===== config.mk =====
export PLATFORM = sky130hd
export DESIGN_NAME = hwps_sequencer
export DESIGN_NICKNAME = d
export VERILOG_FILES = /design/src/rtl/hwps_pkg.sv /design/src/rtl/hwps_sequencer.sv
export SDC_FILE = /design/constraint.sdc
export NUM_CORES = 1
export LEC_CHECK = 0
export BUFFER_PORTS_ARGS = -buffer_cell sky130_fd_sc_hd__buf_2
export CAP_MARGIN = 5
export CORE_ASPECT_RATIO = 0.7
export CORE_MARGIN = 3
export CORE_UTILIZATION = 45
export DETAILED_ROUTE_END_ITERATION = 8
export SYNTH_ARGS = -nofsm -noshare
export SYNTH_HDL_FRONTEND = slang
export SYNTH_SLANG_ARGS = --single-unit

===== constraint.sdc =====
create_clock -name core_clk -period 3.9 [get_ports core_clk]
set_input_delay 0.78 -clock core_clk [delete_from_list [all_inputs] [get_ports core_clk]]
set_output_delay 0.78 -clock core_clk [all_outputs]
set_load 0.005 [all_outputs]

===== src/rtl/hwps_pkg.sv =====
package hwps_pkg;

    // register byte offsets
    localparam logic [7:0] HWPS_OFS_CTRL     = 8'h00;
    localparam logic [7:0] HWPS_OFS_STAT     = 8'h04;
    localparam logic [7:0] HWPS_OFS_SAMPLE   = 8'h08;
    localparam logic [7:0] HWPS_OFS_IRQ_STAT = 8'h0C;
    localparam logic [7:0] HWPS_OFS_IRQ_MASK = 8'h10;

    // control field positions
    localparam int HWPS_CTRL_STANDBY_BIT = 0;
    localparam int HWPS_CTRL_FORCE_BIT   = 1;
    localparam int HWPS_CTRL_TO_LSB      = 2;

    // status field positions
    localparam int HWPS_STAT_FULL_BIT  = 0;
    localparam int HWPS_STAT_EMPTY_BIT = 1;
    localparam int HWPS_STAT_STATE_LSB = 2;
    localparam int HWPS_STAT_PWR_BIT   = 5;

    // interrupt bit positions
    localparam int HWPS_IRQ_WAKE_BIT    = 0;
    localparam int HWPS_IRQ_DRAIN_BIT   = 1;
    localparam int HWPS_IRQ_IDLE_BIT    = 2;
    localparam int HWPS_IRQ_REFUSE_BIT  = 3;
    localparam int HWPS_IRQ_W           = 4;

    // reset values
    localparam logic [1:0] HWPS_RST_TO_SEL = 2'h0;
    localparam logic [3:0] HWPS_RST_MASK   = 4'h0;
    localparam logic [7:0] HWPS_MID_SCALE  = 8'h00;

    // axi responses
    localparam logic [1:0] HWPS_RESP_OKAY   = 2'h0;
    localparam logic [1:0] HWPS_RESP_SLVERR = 2'h2;

    // sample queue
    localparam int HWPS_QDEPTH = 100;
    localparam int HWPS_PTR_W  = 7;

    // timing
    localparam int HWPS_CLK_HZ        = 50_000_000;
    localparam int HWPS_CLK_PERIOD_NS = 20;
    localparam int HWPS_WAKE_TIME_NS  = 2_000_000;
    localparam int HWPS_TO_STEP_NS    = 5_000_000;
    localparam int HWPS_SAMPLE_HZ     = 8_000;
    localparam int HWPS_WAKE_CYC  = (HWPS_WAKE_TIME_NS + HWPS_CLK_PERIOD_NS - 1)
                                    / HWPS_CLK_PERIOD_NS;
    localparam int HWPS_TO_STEP_CYC = (HWPS_TO_STEP_NS + HWPS_CLK_PERIOD_NS - 1)
                                      / HWPS_CLK_PERIOD_NS;
    localparam int HWPS_TICK_CYC  = HWPS_CLK_HZ / HWPS_SAMPLE_HZ;
    localparam int HWPS_CNT_W     = 21;

    typedef enum logic [2:0] {
        HWPS_ST_STANDBY,
        HWPS_ST_IDLE,
        HWPS_ST_WAKE,
        HWPS_ST_PLAY,
        HWPS_ST_LINGER
    } hwps_state_t;

    typedef struct packed {
        logic [1:0] to_sel;
        logic       force_on;
        logic       standby;
    } hwps_ctrl_t;

    typedef struct packed {
        logic [7:0] data;
        logic       strobe;
    } hwps_dac_t;

endpackage


===== src/rtl/hwps_sequencer.sv =====
// The placing of the registers and the AXI4-Lite interface to the registers were decided locally.
`timescale 1ns/100ps
module hwps_sequencer
    import hwps_pkg::*;
#(
    parameter int unsigned WAKE_CYC    = HWPS_WAKE_CYC,
    parameter int unsigned TICK_CYC    = HWPS_TICK_CYC,
    parameter int unsigned TO_STEP_CYC = HWPS_TO_STEP_CYC
)(
    input  wire logic        core_clk,      // 50 MHz clock
    input  wire logic        sys_rst,       // async reset, high
    input  wire logic [7:0]  s_axi_awaddr,  // write address
    input  wire logic        s_axi_awvalid, // write address valid
    output logic             s_axi_awready, // write address ready
    input  wire logic [31:0] s_axi_wdata,   // write data
    input  wire logic [3:0]  s_axi_wstrb,   // write byte enables
    input  wire logic        s_axi_wvalid,  // write data valid
    output logic             s_axi_wready,  // write data ready
    output logic [1:0]       s_axi_bresp,   // write response
    output logic             s_axi_bvalid,  // write response valid
    input  wire logic        s_axi_bready,  // write response ready
    input  wire logic [7:0]  s_axi_araddr,  // read address
    input  wire logic        s_axi_arvalid, // read address valid
    output logic             s_axi_arready, // read address ready
    output logic [31:0]      s_axi_rdata,   // read data
    output logic [1:0]       s_axi_rresp,   // read response
    output logic             s_axi_rvalid,  // read data valid
    input  wire logic        s_axi_rready,  // read data ready
    output logic             boost_en,      // boost converter enable
    output logic             amp_en,        // amplifier enable
    output hwps_dac_t        dac,           // sample to dac with strobe
    output logic             irq            // level interrupt
);

    hwps_state_t             state_r;
    hwps_ctrl_t              ctrl_r;
    logic                    standby_prev_r;
    logic [HWPS_IRQ_W-1:0]   irq_stat_r;
    logic [HWPS_IRQ_W-1:0]   irq_mask_r;
    logic                    sample_queue_full_flag;
    logic [HWPS_CNT_W-1:0]   tmr_r;
    logic [HWPS_CNT_W-1:0]   tick_r;
    logic                    pwr_r;
    hwps_dac_t               dac_r;

    logic [7:0]              qmem [0:HWPS_QDEPTH-1];
    logic [HWPS_PTR_W-1:0]   wr_ptr_r;
    logic [HWPS_PTR_W-1:0]   rd_ptr_r;
    logic [HWPS_PTR_W-1:0]   qcount_r;

    logic                    aw_held_r;
    logic                    w_held_r;
    logic [7:0]              awaddr_r;
    logic [31:0]             wdata_r;
    logic [3:0]              wstrb_r;
    logic                    bvalid_r;
    logic [1:0]              bresp_r;
    logic                    rvalid_r;
    logic [31:0]             rdata_r;
    logic [1:0]              rresp_r;

    logic                    q_empty;
    logic                    q_full;
    logic                    do_write;
    logic                    do_read;
    logic                    wr_sample;
    logic                    push;
    logic                    pop;
    logic                    standby_rise;
    logic                    standby_fall;
    logic [HWPS_IRQ_W-1:0]   irq_ev;
    logic [HWPS_CNT_W-1:0]   linger_load;

    assign q_empty      = (qcount_r == HWPS_PTR_W'(0));
    assign q_full       = (qcount_r == HWPS_PTR_W'(HWPS_QDEPTH));
    assign do_write     = aw_held_r && w_held_r && !bvalid_r;
    assign do_read      = s_axi_arvalid && s_axi_arready;
    assign wr_sample    = do_write && (awaddr_r == HWPS_OFS_SAMPLE) && wstrb_r[0];
    assign push         = wr_sample && !q_full && (state_r != HWPS_ST_STANDBY);
    assign pop          = (state_r == HWPS_ST_PLAY) && (tick_r == '0) && !q_empty;
    assign standby_rise = ctrl_r.standby && !standby_prev_r;
    assign standby_fall = !ctrl_r.standby && standby_prev_r;
    assign linger_load  = HWPS_CNT_W'(TO_STEP_CYC * (32'(ctrl_r.to_sel) + 32'd1) - 32'd1);

    // ---------------- axi4-lite slave ----------------
    assign s_axi_awready = !aw_held_r && !bvalid_r;
    assign s_axi_wready  = !w_held_r && !bvalid_r;
    assign s_axi_arready = !rvalid_r;
    assign s_axi_bvalid  = bvalid_r;
    assign s_axi_bresp   = bresp_r;
    assign s_axi_rvalid  = rvalid_r;
    assign s_axi_rdata   = rdata_r;
    assign s_axi_rresp   = rresp_r;

    always_ff @(posedge core_clk or posedge sys_rst)
    begin
        if (sys_rst)
        begin
            aw_held_r <= 1'b0;
            w_held_r  <= 1'b0;
            awaddr_r  <= 8'h00;
            wdata_r   <= 32'h0000_0000;
            wstrb_r   <= 4'h0;
            bvalid_r  <= 1'b0;
            bresp_r   <= HWPS_RESP_OKAY;
        end
        else
        begin
            if (s_axi_awvalid && s_axi_awready)
            begin
                aw_held_r <= 1'b1;
                awaddr_r  <= s_axi_awaddr;
            end
            if (s_axi_wvalid && s_axi_wready)
            begin
                w_held_r <= 1'b1;
                wdata_r  <= s_axi_wdata;
                wstrb_r  <= s_axi_wstrb;
            end
            if (do_write)
            begin
                aw_held_r <= 1'b0;
                w_held_r  <= 1'b0;
                bvalid_r  <= 1'b1;
                unique case (awaddr_r)
                    HWPS_OFS_CTRL, HWPS_OFS_IRQ_STAT, HWPS_OFS_IRQ_MASK:
                        bresp_r <= HWPS_RESP_OKAY;
                    // slverr plays the part of a nak so the host resends this byte
                    HWPS_OFS_SAMPLE:
                        bresp_r <= push ? HWPS_RESP_OKAY : HWPS_RESP_SLVERR;
                    default:
                        bresp_r <= HWPS_RESP_SLVERR;
                endcase
            end
            else if (bvalid_r && s_axi_bready)
            begin
                bvalid_r <= 1'b0;
            end
        end
    end

    always_ff @(posedge core_clk or posedge sys_rst)
    begin
        if (sys_rst)
        begin
            rvalid_r <= 1'b0;
            rdata_r  <= 32'h0000_0000;
            rresp_r  <= HWPS_RESP_OKAY;
        end
        else if (do_read)
        begin
            rvalid_r <= 1'b1;
            rresp_r  <= HWPS_RESP_OKAY;
            rdata_r  <= 32'h0000_0000;
            unique case (s_axi_araddr)
                HWPS_OFS_CTRL:     rdata_r <= 32'(ctrl_r);
                HWPS_OFS_STAT:
                begin
                    rdata_r[HWPS_STAT_FULL_BIT]  <= sample_queue_full_flag;
                    rdata_r[HWPS_STAT_EMPTY_BIT] <= q_empty;
                    rdata_r[HWPS_STAT_STATE_LSB +: 3] <= state_r;
                    rdata_r[HWPS_STAT_PWR_BIT]   <= pwr_r;
                end
                HWPS_OFS_SAMPLE:   rdata_r <= 32'h0000_0000;
                HWPS_OFS_IRQ_STAT: rdata_r <= 32'(irq_stat_r);
                HWPS_OFS_IRQ_MASK: rdata_r <= 32'(irq_mask_r);
                default:           rresp_r <= HWPS_RESP_SLVERR;
            endcase
        end
        else if (rvalid_r && s_axi_rready)
        begin
            rvalid_r <= 1'b0;
        end
    end

    // ---------------- software registers ----------------
    always_ff @(posedge core_clk or posedge sys_rst)
    begin
        if (sys_rst)
        begin
            ctrl_r         <= '{to_sel: HWPS_RST_TO_SEL, force_on: 1'b0, standby: 1'b1};
            standby_prev_r <= 1'b1;
            irq_mask_r     <= HWPS_RST_MASK;
        end
        else
        begin
            standby_prev_r <= ctrl_r.standby;
            if (do_write && wstrb_r[0] && (awaddr_r == HWPS_OFS_CTRL))
            begin
                ctrl_r.standby  <= wdata_r[HWPS_CTRL_STANDBY_BIT];
                ctrl_r.force_on <= wdata_r[HWPS_CTRL_FORCE_BIT];
                ctrl_r.to_sel   <= wdata_r[HWPS_CTRL_TO_LSB +: 2];
            end
            if (do_write && wstrb_r[0] && (awaddr_r == HWPS_OFS_IRQ_MASK))
            begin
                irq_mask_r <= wdata_r[HWPS_IRQ_W-1:0];
            end
        end
    end

    // interrupt events; a new event wins over a write-one clear
    always_comb
    begin
        irq_ev = '0;
        irq_ev[HWPS_IRQ_WAKE_BIT]   = (state_r == HWPS_ST_WAKE) && (tmr_r == '0);
        irq_ev[HWPS_IRQ_DRAIN_BIT]  = (state_r == HWPS_ST_PLAY) && (tick_r == '0) && q_empty
                                      && !ctrl_r.force_on;
        irq_ev[HWPS_IRQ_IDLE_BIT]   = (state_r == HWPS_ST_LINGER) && (tmr_r == '0) && q_empty
                                      && !ctrl_r.force_on;
        irq_ev[HWPS_IRQ_REFUSE_BIT] = wr_sample && !push;
    end

    always_ff @(posedge core_clk or posedge sys_rst)
    begin
        if (sys_rst)
        begin
            irq_stat_r <= '0;
        end
        else
        begin
            if (do_write && wstrb_r[0] && (awaddr_r == HWPS_OFS_IRQ_STAT))
            begin
                irq_stat_r <= (irq_stat_r & ~wdata_r[HWPS_IRQ_W-1:0]) | irq_ev;
            end
            else
            begin
                irq_stat_r <= irq_stat_r | irq_ev;
            end
        end
    end

    assign irq = |(irq_stat_r & irq_mask_r);

    // full flag is sticky; a status read clears it unless the queue is still full
    always_ff @(posedge core_clk or posedge sys_rst)
    begin
        if (sys_rst)
        begin
            sample_queue_full_flag <= 1'b0;
        end
        else if (q_full)
        begin
            sample_queue_full_flag <= 1'b1;
        end
        else if (do_read && (s_axi_araddr == HWPS_OFS_STAT))
        begin
            sample_queue_full_flag <= 1'b0;
        end
    end

    // ---------------- sample queue ----------------
    always_ff @(posedge core_clk)
    begin
        if (push)
        begin
            qmem[wr_ptr_r] <= wdata_r[7:0];
        end
    end

    always_ff @(posedge core_clk or posedge sys_rst)
    begin
        if (sys_rst)
        begin
            wr_ptr_r <= '0;
            rd_ptr_r <= '0;
            qcount_r <= '0;
        end
        else if (standby_rise)
        begin
            // pending samples are dropped on entering standby
            wr_ptr_r <= '0;
            rd_ptr_r <= '0;
            qcount_r <= '0;
        end
        else
        begin
            if (push)
            begin
                wr_ptr_r <= (wr_ptr_r == HWPS_PTR_W'(HWPS_QDEPTH - 1)) ? '0 : wr_ptr_r + 1'b1;
            end
            if (pop)
            begin
                rd_ptr_r <= (rd_ptr_r == HWPS_PTR_W'(HWPS_QDEPTH - 1)) ? '0 : rd_ptr_r + 1'b1;
            end
            if (push && !pop)
            begin
                qcount_r <= qcount_r + 1'b1;
            end
            else if (pop && !push)
            begin
                qcount_r <= qcount_r - 1'b1;
            end
        end
    end

    // ---------------- power sequencer ----------------
    always_ff @(posedge core_clk or posedge sys_rst)
    begin
        if (sys_rst)
        begin
            state_r <= HWPS_ST_STANDBY;
            tmr_r   <= '0;
        end
        else if (standby_rise)
        begin
            state_r <= HWPS_ST_STANDBY;
        end
        else
        begin
            unique case (state_r)
                HWPS_ST_STANDBY:
                    if (standby_fall)
                    begin
                        state_r <= HWPS_ST_IDLE;
                    end
                HWPS_ST_IDLE:
                    if (ctrl_r.force_on || !q_empty)
                    begin
                        state_r <= HWPS_ST_WAKE;
                        tmr_r   <= HWPS_CNT_W'(WAKE_CYC - 1);
                    end
                HWPS_ST_WAKE:
                    // later pushes leave the running count alone
                    if (tmr_r == '0)
                    begin
                        state_r <= HWPS_ST_PLAY;
                    end
                    else
                    begin
                        tmr_r <= tmr_r - 1'b1;
                    end
                HWPS_ST_PLAY:
                    if (tick_r == '0 && q_empty && !ctrl_r.force_on)
                    begin
                        state_r <= HWPS_ST_LINGER;
                        tmr_r   <= linger_load;
                    end
                HWPS_ST_LINGER:
                    if (!q_empty || ctrl_r.force_on)
                    begin
                        state_r <= HWPS_ST_PLAY;
                    end
                    else if (tmr_r == '0)
                    begin
                        state_r <= HWPS_ST_IDLE;
                    end
                    else
                    begin
                        tmr_r <= tmr_r - 1'b1;
                    end
            endcase
        end
    end

    // a sample period starts at each pop; with nothing queued the tick waits at zero,
    // so a sample arriving in play with the tick at zero plays on the next edge with force_on set, else one edge later via linger
    always_ff @(posedge core_clk or posedge sys_rst)
    begin
        if (sys_rst)
        begin
            tick_r <= '0;
        end
        else if (state_r != HWPS_ST_PLAY)
        begin
            tick_r <= '0;
        end
        else if (pop)
        begin
            tick_r <= HWPS_CNT_W'(TICK_CYC - 1);
        end
        else if (tick_r != '0)
        begin
            tick_r <= tick_r - 1'b1;
        end
    end

    always_ff @(posedge core_clk or posedge sys_rst)
    begin
        if (sys_rst)
        begin
            pwr_r <= 1'b0;
        end
        else
        begin
            pwr_r <= (state_r == HWPS_ST_WAKE) || (state_r == HWPS_ST_PLAY)
                     || (state_r == HWPS_ST_LINGER);
        end
    end

    always_ff @(posedge core_clk or posedge sys_rst)
    begin
        if (sys_rst)
        begin
            dac_r <= '{data: HWPS_MID_SCALE, strobe: 1'b0};
        end
        else
        begin
            dac_r.strobe <= pop;
            if (pop)
            begin
                dac_r.data <= qmem[rd_ptr_r];
            end
            else if (state_r == HWPS_ST_IDLE || state_r == HWPS_ST_STANDBY)
            begin
                dac_r.data <= HWPS_MID_SCALE;
            end
        end
    end

    assign boost_en = pwr_r;
    assign amp_en   = pwr_r;
    assign dac      = dac_r;

endmodule


==> flow_summary.ini <==
[placed_design]
dpl_worst_slack_ns = 0.294
placed_area_mm2 = 0.0405
gp_congestion = 0.852
dp_hpwl_mm = 58.3
io_buffers = 56

[timing]
final-hold-violation-count = 0
worst_slack_ns = 0.281
rsz0062_at_grt = no
worst_pin_slew_ns = 1.23
slew_viol_final = 0
clock_skew_ns = 0.0248
fin_crit_sh = 0.928
min_period_ns = 3.62
slew_headroom = 0.180
setup_viol = 0
setup_tns_ns = 0
timing.fmax_mhz = 276

[detailed_routing]
dr.pass1.iters = 5
route.detailed.drc = 0
vias_per_cell = 5.84
wl_per_cell_um = 25.2
drtAntennaViolNets = 0
routed_wirelength_mm = 93.2
vias = 21600
drt_iter0_drc = 2525

[global_routing]
grt-ovfl-total = 0
grtUsageTotal = 0.212
grt_pass1_vias = 21400
grt_max_degree = 106
grt_pass1_wl_mm = 140
antenna_found_initial = 2

[floorplanning]
start_util = 0.457
fp.dieW_um = 353
placementRows = 88
core_mm2 = 0.0829
ios = 112
fp.dieH_um = 249
die_area_mm2 = 0.0878

[worst_setup_path]
required_ns = 4.43
crit_type = flip-flop to flip-flop
cp_max_fo = 12
cp_slowest_cell = or4_1
rrSetupSlack_ns = 0.28
start_kind = flip-flop
path_cells = or3_4, or4_1, or4_1, nand2_2, buf_4, ha_1, o21ai_0, nand2b_1, a31oi_1, mux2i_1, xnor2_1, nor2_1
worst_setup_path_end_kind = flip-flop
cp_common_cell = or4_1
critical-path-max-stage-delay_ns = 0.60
worst_ep_arrival_time_ns = 4.15

[clocking]
clock-sinks = 919
h-tree-depth = 3
postCtsHoldBufs = 0
root_buffer = clkbuf_16
post_cts_buffers = 0
clk_latency_ns = 0.66
cts-buffers-inserted = 85
cts_tree = done
cts_buffer_depth = 3
post_cts_resized = 0
clk_pin_slew_ns = 0.07

[finish]
mostFrequentLayoutCells = edfxtp_1, nor2_1, buf_4, mux4_2, nand2_1
fin_area_mm2 = 0.0432
drive_gt1_frac = 0.228
final_nets = 2590
area_growth_pct = 14.1
final_common_cell = edfxtp_1

[power]
p_per_area_mw_per_mm2 = 625
ir_drop_mv = 0.664
p_leak_nw = 14.3
total_power_mw = 27.0

[run_status]
status = finished, final reports clean

[yosys]
synth_edf_count = 800
seq_area_frac_synth = 0.712
yosys_warnings = 0
synth_flop_cell = edfxtp_1
ys_ff_latch = 919
async_flop_share = 0.129
ys_types = 70
syn_area_per_cell_um2 = 16.5
synth_cells = 2291
syn_area_mm2 = 0.0379

[worst_hold_path]
hold_path.class = input port to asynchronous set/reset pin

[job]
drv_cap = 0
report_power, final:
part           leakage (nW)  total, mW  internal, mW  switching [mW]
sequential             8.72       14.1          12.4            1.73
combinational          4.22       4.64          1.92            2.72
clock                  1.31       8.26          4.68            3.58
total                  14.3       27.0          19.0            8.03
cells in the mapped netlist, types with 14 or more instances:
cell	instances	area, um^2
inv_1	24	90.1
xnor2_1	15	131
nor3_1	40	200
nand2_1	113	424
a21oi_1	78	390
buf_4	31	233
nor2_1	216	811
mux2i_1	109	1090
buf_2	35	175
a22o_1	14	123
o21ai_0	79	395
a211oi_1	17	128
mux4_2	159	3580
nand4_1	14	87.6
buf_1	14	52.6
nand3_1	38	190
a31oi_1	15	93.8
dfrtp_1	117	2930
ha_1	25	313
nor2b_1	27	169
a22oi_1	42	315
clkbuf_1	60	225
edfxtp_1	800	24000
mux2_2	33	372
flip-flops by register name (all words and copies together) (netlist names), 7 cells and up:
register,flops
rd_ptr_r,7
tick_r,21
wdata_r,8
dac,9
qcount_r,7
qmem,800
tmr_r,21
wr_ptr_r,7
awaddr_r,8
per-stage QoR:
step | hold slack (ns) | util | std cells
detailed placement | 0.381 | 0.489 | 3543
global route | 0.291 | 0.521 | 3691
finish | 0.280 | 0.522 | 3693
floorplan | 0.368 | - | 2318
global placement | 0.378 | 0.489 | 3543
CTS | 0.256 | 0.521 | 3691
logic make-up (layout without fill, tap and decap cells):
| group | after synthesis | after routing | synth area share |
|---|---|---|---|
| DFF | 919 | 919 | 0.712 |
| and+or+nand+nor | 532 | 532 | 0.0651 |
| AOI/OAI and AO/OA | 326 | 326 | 0.0553 |
| muxes | 301 | 301 | 0.133 |
| buffers and inverters | 166 | 414 | 0.0207 |
| adders and majority gates | 26 | 26 | 0.00878 |
| xor gates and xnor gates | 20 | 20 | 0.00462 |
| other | 1 | 30 | 0.0000989 |
worst paths after layout:
check / startpoint / to / cells past startpoint
min in group core_clk: s_axi_bready / s_axi_bvalid / 2
worst min-delay path: sys_rst / tick_r[11] / 2
max in group asynchronous: sys_rst / wdata_r[1] / 3
worst max register to register: tick_r[9] / qcount_r[6] / 12
worst min register to register: ctrl_r[0] / standby_prev_r / 0
worst max-delay path: tick_r[9] / qcount_r[6] / 12
area by class of cell:
type,count,area [um^2]
multi-input combinational,1233,10200
clock inverter,38,415
tap,1125,1410
clock buffer,110,2290
fill,6645,39700
timing repair buffer,240,1740
inverter,26,101
sequential,919,27000
antenna,2,5.00
critical path: cells and delay by family (launching register included):
kind | cells | cell delay, ns
AOI/OAI and AO/OA | 2 | 0.32
xor gates and xnor gates | 1 | 0.15
adders and majority gates | 1 | 0.29
buffers and inverters | 1 | 0.19
DFF | 1 | 0.41
muxes | 1 | 0.25
and+or+nand+nor | 6 | 1.90
routing by layer:
layer	track usage	part of all wire	up-vias
met5	0	0	-
met4	0.0543	0.022	0
met3	0.0416	0.079	134
met2	0.304	0.44	798
met1	0.331	0.46	11300
li1	-	-	9398
Power figures use the tool's default switching activity.
